## config.mk

```make
export PLATFORM = sky130hd
export DESIGN_NAME = pss_sequencer
export DESIGN_NICKNAME = d
export VERILOG_FILES = /design/src/shared/pss_pkg.sv /design/src/hdl/pss_sequencer.sv
export SDC_FILE = /design/constraint.sdc
export NUM_CORES = 1
export LEC_CHECK = 0
export BUFFER_PORTS_ARGS = -buffer_cell sky130_fd_sc_hd__buf_2
export CORE_UTILIZATION = 50
export DETAILED_ROUTE_END_ITERATION = 16
export GPL_ROUTABILITY_DRIVEN = 0
export PLACE_DENSITY_LB_ADDON = 0.15
export REMOVE_ABC_BUFFERS = 1
export SLEW_MARGIN = 20
export SYNTH_ARGS = -nofsm -noshare
export SYNTH_HDL_FRONTEND = slang
export SYNTH_SLANG_ARGS = --single-unit
```

## constraint.sdc

```tcl
create_clock -name clk -period 4.2 [get_ports clk]
set_input_delay 0.21 -clock clk [delete_from_list [all_inputs] [get_ports clk]]
set_output_delay 0.21 -clock clk [all_outputs]
set_load 0.01 [all_outputs]
```

## src/shared/pss_pkg.sv

```systemverilog
package pss_pkg;
  // save key "save" in ascii
  localparam logic [31:0] SAVE_KEY = 32'h65766173;
  localparam logic [31:0] DONE_VAL = 32'h00000001;
  localparam logic [7:0] SUB_ALL = 8'h01;
  localparam logic [7:0] SUB_COMM = 8'h02;
  localparam logic [7:0] SUB_APP = 8'h03;
  localparam logic [7:0] SUB_CUST = 8'h04;
  localparam logic [7:0] SUB_DRIVE = 8'h05;
  localparam logic [7:0] SUB_TUNE = 8'h06;
  localparam logic [7:0] SUB_CAN = 8'h0A;
  localparam logic [7:0] SUB_MODBUS = 8'h0B;
  // category bit positions in the category mask
  localparam int CAT_COMM = 0;
  localparam int CAT_APP = 1;
  localparam int CAT_CUST = 2;
  localparam int CAT_DRIVE = 3;
  localparam int CAT_TUNE = 4;
  localparam int CAT_CAN = 5;
  localparam int CAT_MODBUS = 6;
  localparam int NUM_CAT = 7;
  localparam logic [6:0] MASK_ALL = 7'h0F;
  localparam logic [6:0] MASK_NONE = 7'h00;
  // object index ranges of the communication, drive and tuning groups
  localparam logic [15:0] COMM_PDO_LO = 16'h1400;
  localparam logic [15:0] COMM_PDO_HI = 16'h1A07;
  localparam logic [15:0] DRIVE_LO = 16'h3202;
  localparam logic [15:0] DRIVE_HI = 16'h6080;
  localparam logic [15:0] TUNE_LO = 16'h2030;
  localparam logic [15:0] TUNE_HI = 16'h203B;
  localparam logic [7:0] RESET_SUB = 8'h00;

  typedef struct packed {
    logic [7:0] sub;
    logic [31:0] data;
  } pss_wr_t;

  typedef struct packed {
    logic [15:0] index;
    logic [6:0] cat;
  } pss_obj_t;
endpackage

```

## src/hdl/pss_sequencer.sv

```systemverilog
`timescale 1ns/1ps
// What this block does
// - writing the key 65766173h to a category subindex starts storing every object of that category.
// - when storing ends the triggered subindex is overwritten with 1 as the completion sign.
// - subindex 01h saves every category except tuning, CANopen and Modbus RTU.
// - subindices 02h to 06h, 0Ah and 0Bh each select one single category.
// - a communication save includes the sync, guarding, heartbeat, error and pdo objects 1400h to 1A07h.
// - a drive save includes objects 3202h through 6080h of the drive group.
// - a tuning save includes pole pairs, currents, overload, feedback and encoder resolution objects.
// - objects of no category are never written to storage.
module pss_sequencer #(
  parameter int OBJ_DEPTH = 64
) (
  input wire logic clk,
  input wire logic srst,
  // object write to the save-control object
  input wire logic wrValid,
  input wire pss_pkg::pss_wr_t wrReq,
  // read back of a subindex
  input wire logic [7:0] rdSub,
  output logic [31:0] rdData,
  // object walker: the block scans an object list and stores each member
  output logic [$clog2(OBJ_DEPTH)-1:0] objAddr,
  input wire pss_pkg::pss_obj_t objInfo,
  output logic storeValid,
  output logic [15:0] storeIndex,
  input wire logic storeReady,
  output logic busy
);
  localparam int AW = $clog2(OBJ_DEPTH);
  localparam logic [AW-1:0] LAST = AW'(OBJ_DEPTH - 1);

  typedef enum logic [1:0] {IDLE, FETCH, STORE, FINISH} pss_state_t;

  // ---------------------------------------------
  // subindex value store
  // ---------------------------------------------
  // sixteen slots: only decoded subindices ever write, so the upper sub bits cannot alias a slot
  logic [31:0] subVal [16];
  pss_state_t state;
  logic [7:0] actSub;
  logic [6:0] actMask;

  // ---------------------------------------------
  // decode
  // ---------------------------------------------
  wire isKey = wrReq.data == pss_pkg::SAVE_KEY;
  logic [6:0] wrMask;
  always_comb begin
    unique case (wrReq.sub)
      pss_pkg::SUB_ALL: wrMask = pss_pkg::MASK_ALL;
      pss_pkg::SUB_COMM: wrMask = 7'(1 << pss_pkg::CAT_COMM);
      pss_pkg::SUB_APP: wrMask = 7'(1 << pss_pkg::CAT_APP);
      pss_pkg::SUB_CUST: wrMask = 7'(1 << pss_pkg::CAT_CUST);
      pss_pkg::SUB_DRIVE: wrMask = 7'(1 << pss_pkg::CAT_DRIVE);
      pss_pkg::SUB_TUNE: wrMask = 7'(1 << pss_pkg::CAT_TUNE);
      pss_pkg::SUB_CAN: wrMask = 7'(1 << pss_pkg::CAT_CAN);
      pss_pkg::SUB_MODBUS: wrMask = 7'(1 << pss_pkg::CAT_MODBUS);
      default: wrMask = pss_pkg::MASK_NONE;
    endcase
  end
  wire validSub = wrMask != pss_pkg::MASK_NONE;
  // writes while busy are refused so the running save keeps its subindex
  wire startSave = wrValid && validSub && isKey && state == IDLE;
  wire plainWrite = wrValid && validSub && !isKey && state == IDLE;
  // an object with no category bit never matches, so it is never stored
  wire member = (objInfo.cat & actMask) != pss_pkg::MASK_NONE;
  wire lastObj = objAddr == LAST;

  // ---------------------------------------------
  // sequencer
  // ---------------------------------------------
  always_ff @(posedge clk) begin
    if (srst) begin
      state <= IDLE;
      actSub <= pss_pkg::RESET_SUB;
      actMask <= pss_pkg::MASK_NONE;
      objAddr <= '0;
      storeValid <= 1'b0;
      storeIndex <= 16'h0000;
    end else begin
      unique case (state)
        IDLE: begin
          if (startSave) begin
            state <= FETCH;
            actSub <= wrReq.sub;
            actMask <= wrMask;
            objAddr <= '0;
          end
        end
        FETCH: begin
          // one object per cycle: a save lasts at least OBJ_DEPTH cycles, traded for a single compare
          if (member) begin
            state <= STORE;
            storeValid <= 1'b1;
            storeIndex <= objInfo.index;
          end else if (lastObj) begin
            state <= FINISH;
          end else begin
            objAddr <= objAddr + 1'b1;
          end
        end
        STORE: begin
          if (storeReady) begin
            storeValid <= 1'b0;
            if (lastObj) begin
              state <= FINISH;
            end else begin
              state <= FETCH;
              objAddr <= objAddr + 1'b1;
            end
          end
        end
        FINISH: begin
          state <= IDLE;
        end
      endcase
    end
  end

  // ---------------------------------------------
  // subindex values and read port
  // ---------------------------------------------
  always_ff @(posedge clk) begin
    if (srst) begin
      for (int i = 0; i < 16; i++) begin
        subVal[i] <= 32'h00000000;
      end
    end else if (state == FINISH) begin
      subVal[actSub[3:0]] <= pss_pkg::DONE_VAL;
    end else if (startSave || plainWrite) begin
      subVal[wrReq.sub[3:0]] <= wrReq.data;
    end
  end

  always_ff @(posedge clk) begin
    if (srst) begin
      rdData <= 32'h00000000;
      busy <= 1'b0;
    end else begin
      // one cycle of read latency keeps rdData straight from a flip-flop
      rdData <= subVal[rdSub[3:0]];
      busy <= startSave || (state != IDLE && state != FINISH);
    end
  end

  // ---------------------------------------------
  // checks
  // ---------------------------------------------
  a_key_starts: assert property (@(posedge clk) disable iff (srst)
    wrValid && validSub && state == IDLE && isKey |=> state == FETCH)
    else $error("key write did not start a save");
  a_done_one: assert property (@(posedge clk) disable iff (srst)
    state == FINISH |=> subVal[actSub[3:0]] == pss_pkg::DONE_VAL)
    else $error("completion value not written");
  a_all_mask: assert property (@(posedge clk) disable iff (srst)
    startSave && wrReq.sub == pss_pkg::SUB_ALL |=> actMask == pss_pkg::MASK_ALL)
    else $error("subindex one mask wrong");
  a_single_cat: assert property (@(posedge clk) disable iff (srst)
    startSave && wrReq.sub == pss_pkg::SUB_TUNE |=> actMask == 7'h10)
    else $error("tuning subindex mask wrong");
  a_member_only: assert property (@(posedge clk) disable iff (srst)
    $rose(storeValid) |-> (actMask & $past(objInfo.cat)) != 7'h00)
    else $error("non member object stored");
  a_nokey_idle: assert property (@(posedge clk) disable iff (srst)
    wrValid && state == IDLE && !isKey |=> state == IDLE)
    else $error("non key write started a save");
  a_store_held: assert property (@(posedge clk) disable iff (srst)
    storeValid && !storeReady |=> storeValid && $stable(storeIndex))
    else $error("store request dropped");
  a_busy_flag: assert property (@(posedge clk) disable iff (srst)
    state == STORE |-> busy)
    else $error("busy low during store");

  // ---------------------------------------------
  // checks: one category per subindex
  // ---------------------------------------------
  a_comm_mask: assert property (@(posedge clk) disable iff (srst)
    startSave && wrReq.sub == pss_pkg::SUB_COMM |=> actMask == 7'h01)
    else $error("communication subindex mask wrong");
  a_app_mask: assert property (@(posedge clk) disable iff (srst)
    startSave && wrReq.sub == pss_pkg::SUB_APP |=> actMask == 7'h02)
    else $error("application subindex mask wrong");
  a_cust_mask: assert property (@(posedge clk) disable iff (srst)
    startSave && wrReq.sub == pss_pkg::SUB_CUST |=> actMask == 7'h04)
    else $error("customer subindex mask wrong");
  a_drive_mask: assert property (@(posedge clk) disable iff (srst)
    startSave && wrReq.sub == pss_pkg::SUB_DRIVE |=> actMask == 7'h08)
    else $error("drive subindex mask wrong");
  a_can_mask: assert property (@(posedge clk) disable iff (srst)
    startSave && wrReq.sub == pss_pkg::SUB_CAN |=> actMask == 7'h20)
    else $error("canopen subindex mask wrong");
  a_modbus_mask: assert property (@(posedge clk) disable iff (srst)
    startSave && wrReq.sub == pss_pkg::SUB_MODBUS |=> actMask == 7'h40)
    else $error("modbus subindex mask wrong");

  // ---------------------------------------------
  // checks: object walk, completion, refused writes and plain writes
  // ---------------------------------------------
  a_walk_step: assert property (@(posedge clk) disable iff (srst)
    state == FETCH && !member && !lastObj |=> objAddr == $past(objAddr) + 1'b1)
    else $error("non member object not skipped");
  a_finish_last: assert property (@(posedge clk) disable iff (srst)
    state == FINISH |-> objAddr == LAST)
    else $error("save ended before the last object");
  a_store_state: assert property (@(posedge clk) disable iff (srst)
    storeValid |-> state == STORE)
    else $error("store request outside a store step");
  a_done_busy: assert property (@(posedge clk) disable iff (srst)
    state == FINISH |=> !busy)
    else $error("busy still high after completion");
  a_busy_refuse: assert property (@(posedge clk) disable iff (srst)
    wrValid && state != IDLE |=> $stable(actSub))
    else $error("write during a save moved the triggered subindex");
  a_plain_value: assert property (@(posedge clk) disable iff (srst)
    plainWrite |=> subVal[$past(wrReq.sub[3:0])] == $past(wrReq.data))
    else $error("plain write value not kept");

  c_save_all: cover property (@(posedge clk) startSave && wrReq.sub == pss_pkg::SUB_ALL);
  c_save_tune: cover property (@(posedge clk) startSave && wrReq.sub == pss_pkg::SUB_TUNE);
  c_store: cover property (@(posedge clk) storeValid && storeReady);
  c_finish: cover property (@(posedge clk) state == FINISH);
  c_nokey: cover property (@(posedge clk) plainWrite);
endmodule

```

==> metrics.txt, run 1 <==
non-filler cells, final=2,534; Detail Route Antenna Nets=0; Synth Register Bits=roughly 580; asr flop ratio synth=0%; CTS H-tree lvls=2; VDD IR-drop max=between 0.3 and 0.4 mV; FP Rows=82; worst-margin pin slew=roughly 1 ns; Layout Nets=between 1,500 and 2,000; first-pass iteration count of the detailed router=6; Die Span Y=around 230 µm; clock tree buffer depth=3; Core Region=50,000 µm²; Crit Path Max Fanout=32; unrepaired setup endpoints after global routing=false; CTS tree=built; Worst Skew=0.0136 ns; period utilization=between 70% and 80%; first-pass GRT wire length=between 90,000 and 100,000 µm; Arr. time, crit path=3.81 ns; status=completed; gr usage total=25.7%; GR Layer Usage met1=about 36%; Cell variety after synth=55; WL per Instance=between 20 and 30 µm; # placed instances=roughly 2,400; worst skew pair latency=0.62 ns; Area growth syn-to-layout=16.7%; sequential cell area=16,800 µm²; crit end category=flop; post_cts resized=0; grt total ovfl=0; most frequent cells in the layout=edfxtp_1 (512), and3_1 (374), mux4_2 (160), buf_2 (124), conb_1 (124); dpl cell area=roughly 27,000 µm²; sequential-to-total area share from yosys stat=between 60% and 70%; die extent in x=between 200 and 250 µm; Routed WL=between 60,000 and 70,000 µm; number of global-route vias before repair=15,037; Static Leak=approximately 12 nW; initial antenna violation count=2; Worst-path clk slew=0.06 ns; YS warnings=0; final core occ=approximately three fifths; via count=14,935; final hold violation count=0; Req. time, crit path=between 4 and 5 ns; Rel. slew slack=between 30% and 40%; FMAX=301 MHz; GRT Max-Usage Layer=met2; IO buf count=126; vias per cell=between 5 and 6; Root Buffer=clkbuf_16; final setup fails=0; largest net degree at the start of global routing=97; Synth Flop Type=edfxtp_1; starting density of the core=between 50% and 60%; layout cells sized above 1=about a quarter; power per cell area=426 nW/µm²; minimum clock period=approximately 3.3 ns; Total Die Area=slightly above 50,000 µm²; Hold Crit Depth=5; Worst R2R Path Depth=7; slowest stage delay, CP=~0.7 ns; commonest non-fill, non-tap cell in the layout=edfxtp_1; Hold Path Class=in -> reg; slowest stage cell, crit path=a2111oi_4; IO Pins=131; critical path class=in -> reg; Cell Chain, Critical Path=dlygate4sd3_1 -> buf_2 -> inv_1 -> ha_1 -> o22ai_1 -> or4_1 -> a2111oi_4 -> a22o_1 -> buf_4 -> and3_1; Mapped Cells=1,591; met3 usage=4.57%; CTS sink cnt=581; filler instances=around 3,800; Mapped Avg Cell Area=15.9 µm²; crit start category=input port; area occupied by multi-input gates=about 8400 µm²; DRC viols=0; fin area=~29,000 µm²; post-DP HPWL=~35,000 µm; mapped cell area=25,300 µm²; M2 GR Usage=between 40 and 50%; starting DRC count in detailed routing=between 1,500 and 2,000; count of final max-slew check failures=0; Post-synth EDFFs=between 500 and 600; CTS buffer count=60; max-cap viol count=0
## flip-flops by register name (all words and copies together), names as in the netlist
| name | cells |
|---|---|
| storeIndex | 16 |
| actSub | 4 |
| objAddr | 6 |
| storeValid | 1 |
| busy | 1 |
| state | 2 |
| rdData | 32 |
| actMask | 7 |
| subVal | 512 |
## area by class of cell
cell class,instances,area share [%]
clock inverters,26,0.620
flip-flops and latches,581,56.8
well taps,672,2.85
inverters,13,0.166
multi-input cells,950,28.6
clock buffers,88,5.94
diodes,2,0.0170
repair buffers,202,4.92
## stage by stage
step / hold slack [ns] / power, mW / setup TNS [ns] / setup WS [ns]
after global routing: 0.0413 / 12.9 / 0 / 0.765
after global placement: 0.440 / 7.46 / 0 / 0.860
after CTS: 0.00278 / 12.7 / 0 / 0.968
after floorplan: 0.279 / 7.05 / -1638.27 / -5.15
after detailed placement: 0.447 / 7.48 / 0 / 0.822
final: 0.0321 / 12.6 / 0 / 0.880
## where the power goes
part / internal, mW / switching [mW]
Combinational: 0.341 / 0.468
Sequential: 6.50 / 0.0539
Clock: 3.00 / 2.19
Total: 9.85 / 2.71
## final timing paths
path | startpoint | to | slack (ns)
worst min register to register | storeIndex[0] | storeIndex[0] | 0.45
worst min-delay path | storeReady | storeValid | 0.03
worst max-delay path | wrReq[32] | subVal[0][17] | 0.88
worst max register to register | state[0] | subVal[0][17] | 1.21
## routing by layer
| layer | part of all wire [%] | vias to the layer above |
|---|---|---|
| li1 | - | 6609 |
| met1 | 42 | 7552 |
| met2 | 48 | 671 |
| met3 | 8.0 | 103 |
| met4 | 2.4 | 0 |
| met5 | 0 | - |
## cell families (layout without fill, tap and decap cells)
kind of cell             count (synthesis)  count (layout)  share of synthesized area (%)
AND/OR/NAND/NOR                        563             563                           13.5
buffers and inverters                  183             329                           2.79
other                                    1             126                         0.0148
AO/OA/AOI/OAI                           90              90                           2.49
adder cells (fa/ha/maj)                 11              11                          0.545
multiplexers                           162             162                           14.3
flip-flops                             581             581                           66.3
## critical path: cells and delay by family
| family | cells | cell delay, ns |
|---|---|---|
| compound gates | 3 | 1.07 |
| fa+ha+maj | 1 | 0.35 |
| buf+inv | 4 | 1.41 |
| simple gates | 2 | 0.74 |
## Yosys cell counts (all sizes together), types with 8 or more instances
cell type / instances / share of area, %
o21ai: 15 / 0.30
edfxtp: 512 / 61
nand3: 16 / 0.32
inv: 13 / 0.19
nand4: 10 / 0.25
dfxtp: 69 / 5.5
nand2b: 17 / 0.42
a21oi: 36 / 0.71
nand2: 52 / 0.77
clkbuf: 144 / 2.1
and3: 374 / 9.3
nor2: 8 / 0.12
buf: 26 / 0.46
ha: 11 / 0.54
mux4: 160 / 14
and2: 45 / 1.1
## repair_timing
item | in CTS | in global routing
hold buffers | 19 | 0
hold endpoints to repair | 20 | 0
setup buffers | 0 | 0
Note: power is estimated with default switching activity, not from simulation.
==> inputs of run 2 (changes only) <==
==> constraint.sdc (replaced) <==
create_clock -name clk -period 3.15 [get_ports clk]
set_input_delay 0.1575 -clock clk [delete_from_list [all_inputs] [get_ports clk]]
set_output_delay 0.1575 -clock clk [all_outputs]
set_load 0.01 [all_outputs]
==> metrics.txt, run 2 (synthesis results as in run 1) <==
Worst setup startpoint=wrReq[32]; IO Pins=~130; filler instances=approximately 3,800; Worst-path clk slew=roughly 0.060 ns; IO buf count=~130; CTS buffer count=59; gr usage total=roughly a quarter; DRC viols=0; number of global-route vias before repair=about 15,000; FMAX=346 MHz; most frequent cells in the layout=edfxtp_1 (512), and3_1 (374), mux4_2 (160), buf_2 (124), conb_1 (124); largest net degree at the start of global routing=88; worst r2r dst=subVal[9][0]; final hold violation count=0; FP Rows=around 80; crit start category=input port; post-DP HPWL=between 30,000 and 40,000 µm; die extent in x=roughly 230 µm; initial antenna violation count=2; Static Leak=12.5 nW; clock tree buffer depth=3; layout cells sized above 1=between 20% and 30%; power per cell area=~560 nW/µm²; Total Die Area=51,400 µm²; post_cts resized=0; non-filler cells, final=approximately 2,600; Hold Path Class=in -> reg; Routed WL=around 64,000 µm; commonest non-fill, non-tap cell in the layout=edfxtp_1; worst-margin pin slew=0.833 ns; period utilization=between 90% and 100%; status=completed; Die Span Y=~230 µm; slowest stage cell, crit path=or4_1; Req. time, crit path=about 3.5 ns; max-cap viol count=0; Core Region=about 50,000 µm²; Top Registers=subVal: 512 flops, rdData: 32 flops, storeIndex: 16 flops; max FFs per register=~510; Reg-to-Reg Start=state[0]; Detail Route Antenna Nets=0; first-pass iteration count of the detailed router=6; Area growth syn-to-layout=18.6%; dpl cell area=around 28,000 µm²; Worst Skew=roughly 0.013 ns; CTS tree=built; Layout Nets=1,932; CTS sink cnt=581; Critical Path Sink=subVal[9][0]; Ant. Diodes=0; WL per Instance=between 20 and 25 µm; Biggest register=subVal; # placed instances=approximately 2,400; Rel. slew slack=about 44%; Worst R2R Path Depth=7; Root Buffer=clkbuf_16; slowest stage delay, CP=around 0.58 ns; minimum clock period=just under 3 ns; count of final max-slew check failures=0; Cell Chain, Critical Path=dlygate4sd3_1 -> buf_2 -> buf_4 -> ha_1 -> nor4_1 -> or4_1 -> a2111oi_4 -> buf_12 -> nand2b_1 -> and2_1; unrepaired setup endpoints after global routing=false; via count=15,250; delay-heaviest family, CP=simple AND/OR/NAND/NOR gates; Pwr Total=16.7 mW; crit end category=flop; grt total ovfl=0; final setup fails=0; VDD IR-drop max=0.418 mV; Crit Path Max Fanout=a little under 80; critical path class=in -> reg; worst skew pair latency=0.62 ns; vias per cell=between 5 and 6; Arr. time, crit path=about 3.3 ns; first-pass GRT wire length=94,700 µm; starting DRC count in detailed routing=about 1,500; CTS H-tree lvls=2; starting density of the core=between 50 and 60%; r2r setup slk=between 0.3 and 0.4 ns; fin area=around 30,000 µm²; critical path depth=10; worst path bufs/invs=4
[run 2: cell types whose count changed in the layout (fill, tap and decap cells not counted), sizes merged, moves of 2 or more]
| cell | change |
|---|---|
| buf | +26 |
| bufinv | +3 |
| clkbuf | -12 |
| clkinv | +7 |
| diode | -2 |
| dlygate4sd3 | +13 |
[run 2: how the worst min path moves through the flow]
stage                 from  cells past startpoint            end
4_1_cts          wrReq[29]                      2  subVal[7][29]
2_1_floorplan         srst                      1     actMask[0]
6_report         wrReq[19]                      2  subVal[7][19]
3_3_place_gp   objInfo[14]                      3  storeIndex[7]
5_1_grt          wrReq[29]                      2  subVal[3][29]
3_5_place_dp    objInfo[8]                      3  storeIndex[1]
[run 2: what timing repair did]
action,in CTS,in global routing
buffers inserted,0,0
endpoints found under the hold margin,112,0
hold buffers,32,0
[run 2: cell type report]
type | count | area (µm²) | area share (%)
sequential | 581 | 16800 | 55.9
clock buffer | 76 | 1570 | 5.24
inverter | 13 | 48.8 | 0.163
clock inverter | 36 | 319 | 1.06
tap | 672 | 841 | 2.81
timing repair buffer | 241 | 1980 | 6.60
multi-input combinational | 950 | 8450 | 28.2
[run 2: metrics by stage]
stage                     hold slack [ns]  util, %  TNS [ns]  setup WS, ns
final                              0.0293     60.0         0         0.261
after CTS                         0.00300     60.0         0         0.349
after global routing               0.0298     60.0         0         0.145
after detailed placement            0.405     55.5         0        0.0427
after floorplan                     0.227        -  -2410.69         -6.15
after global placement              0.399     55.5         0         0.103
[run 2: worst register-to-register path: stages, from the launching register on]
cell and delay, ns:
dfxtp_1 0.35, inv_1 0.17, ha_1 0.46, inv_1 0.18, a2111oi_4 0.49, buf_12 0.33
nand2b_1 0.31, and2_1 0.24
[run 2: power by group]
part	total, mW	internal (mW)	switching, mW
registers	8.74	8.67	0.0727
clock network	6.86	3.93	2.92
logic	1.14	0.503	0.633
total	16.7	13.1	3.63
[run 2: layer usage]
| metal | GRT usage [%] | wire length [µm] | vias to the layer above |
|---|---|---|---|
| li1 | - | - | 6690 |
| met1 | 36.7 | 27300 | 7822 |
| met2 | 40.3 | 30300 | 641 |
| met3 | 4.26 | 5220 | 93 |
| met4 | 6.52 | 1210 | 4 |
| met5 | 0 | 26 | - |
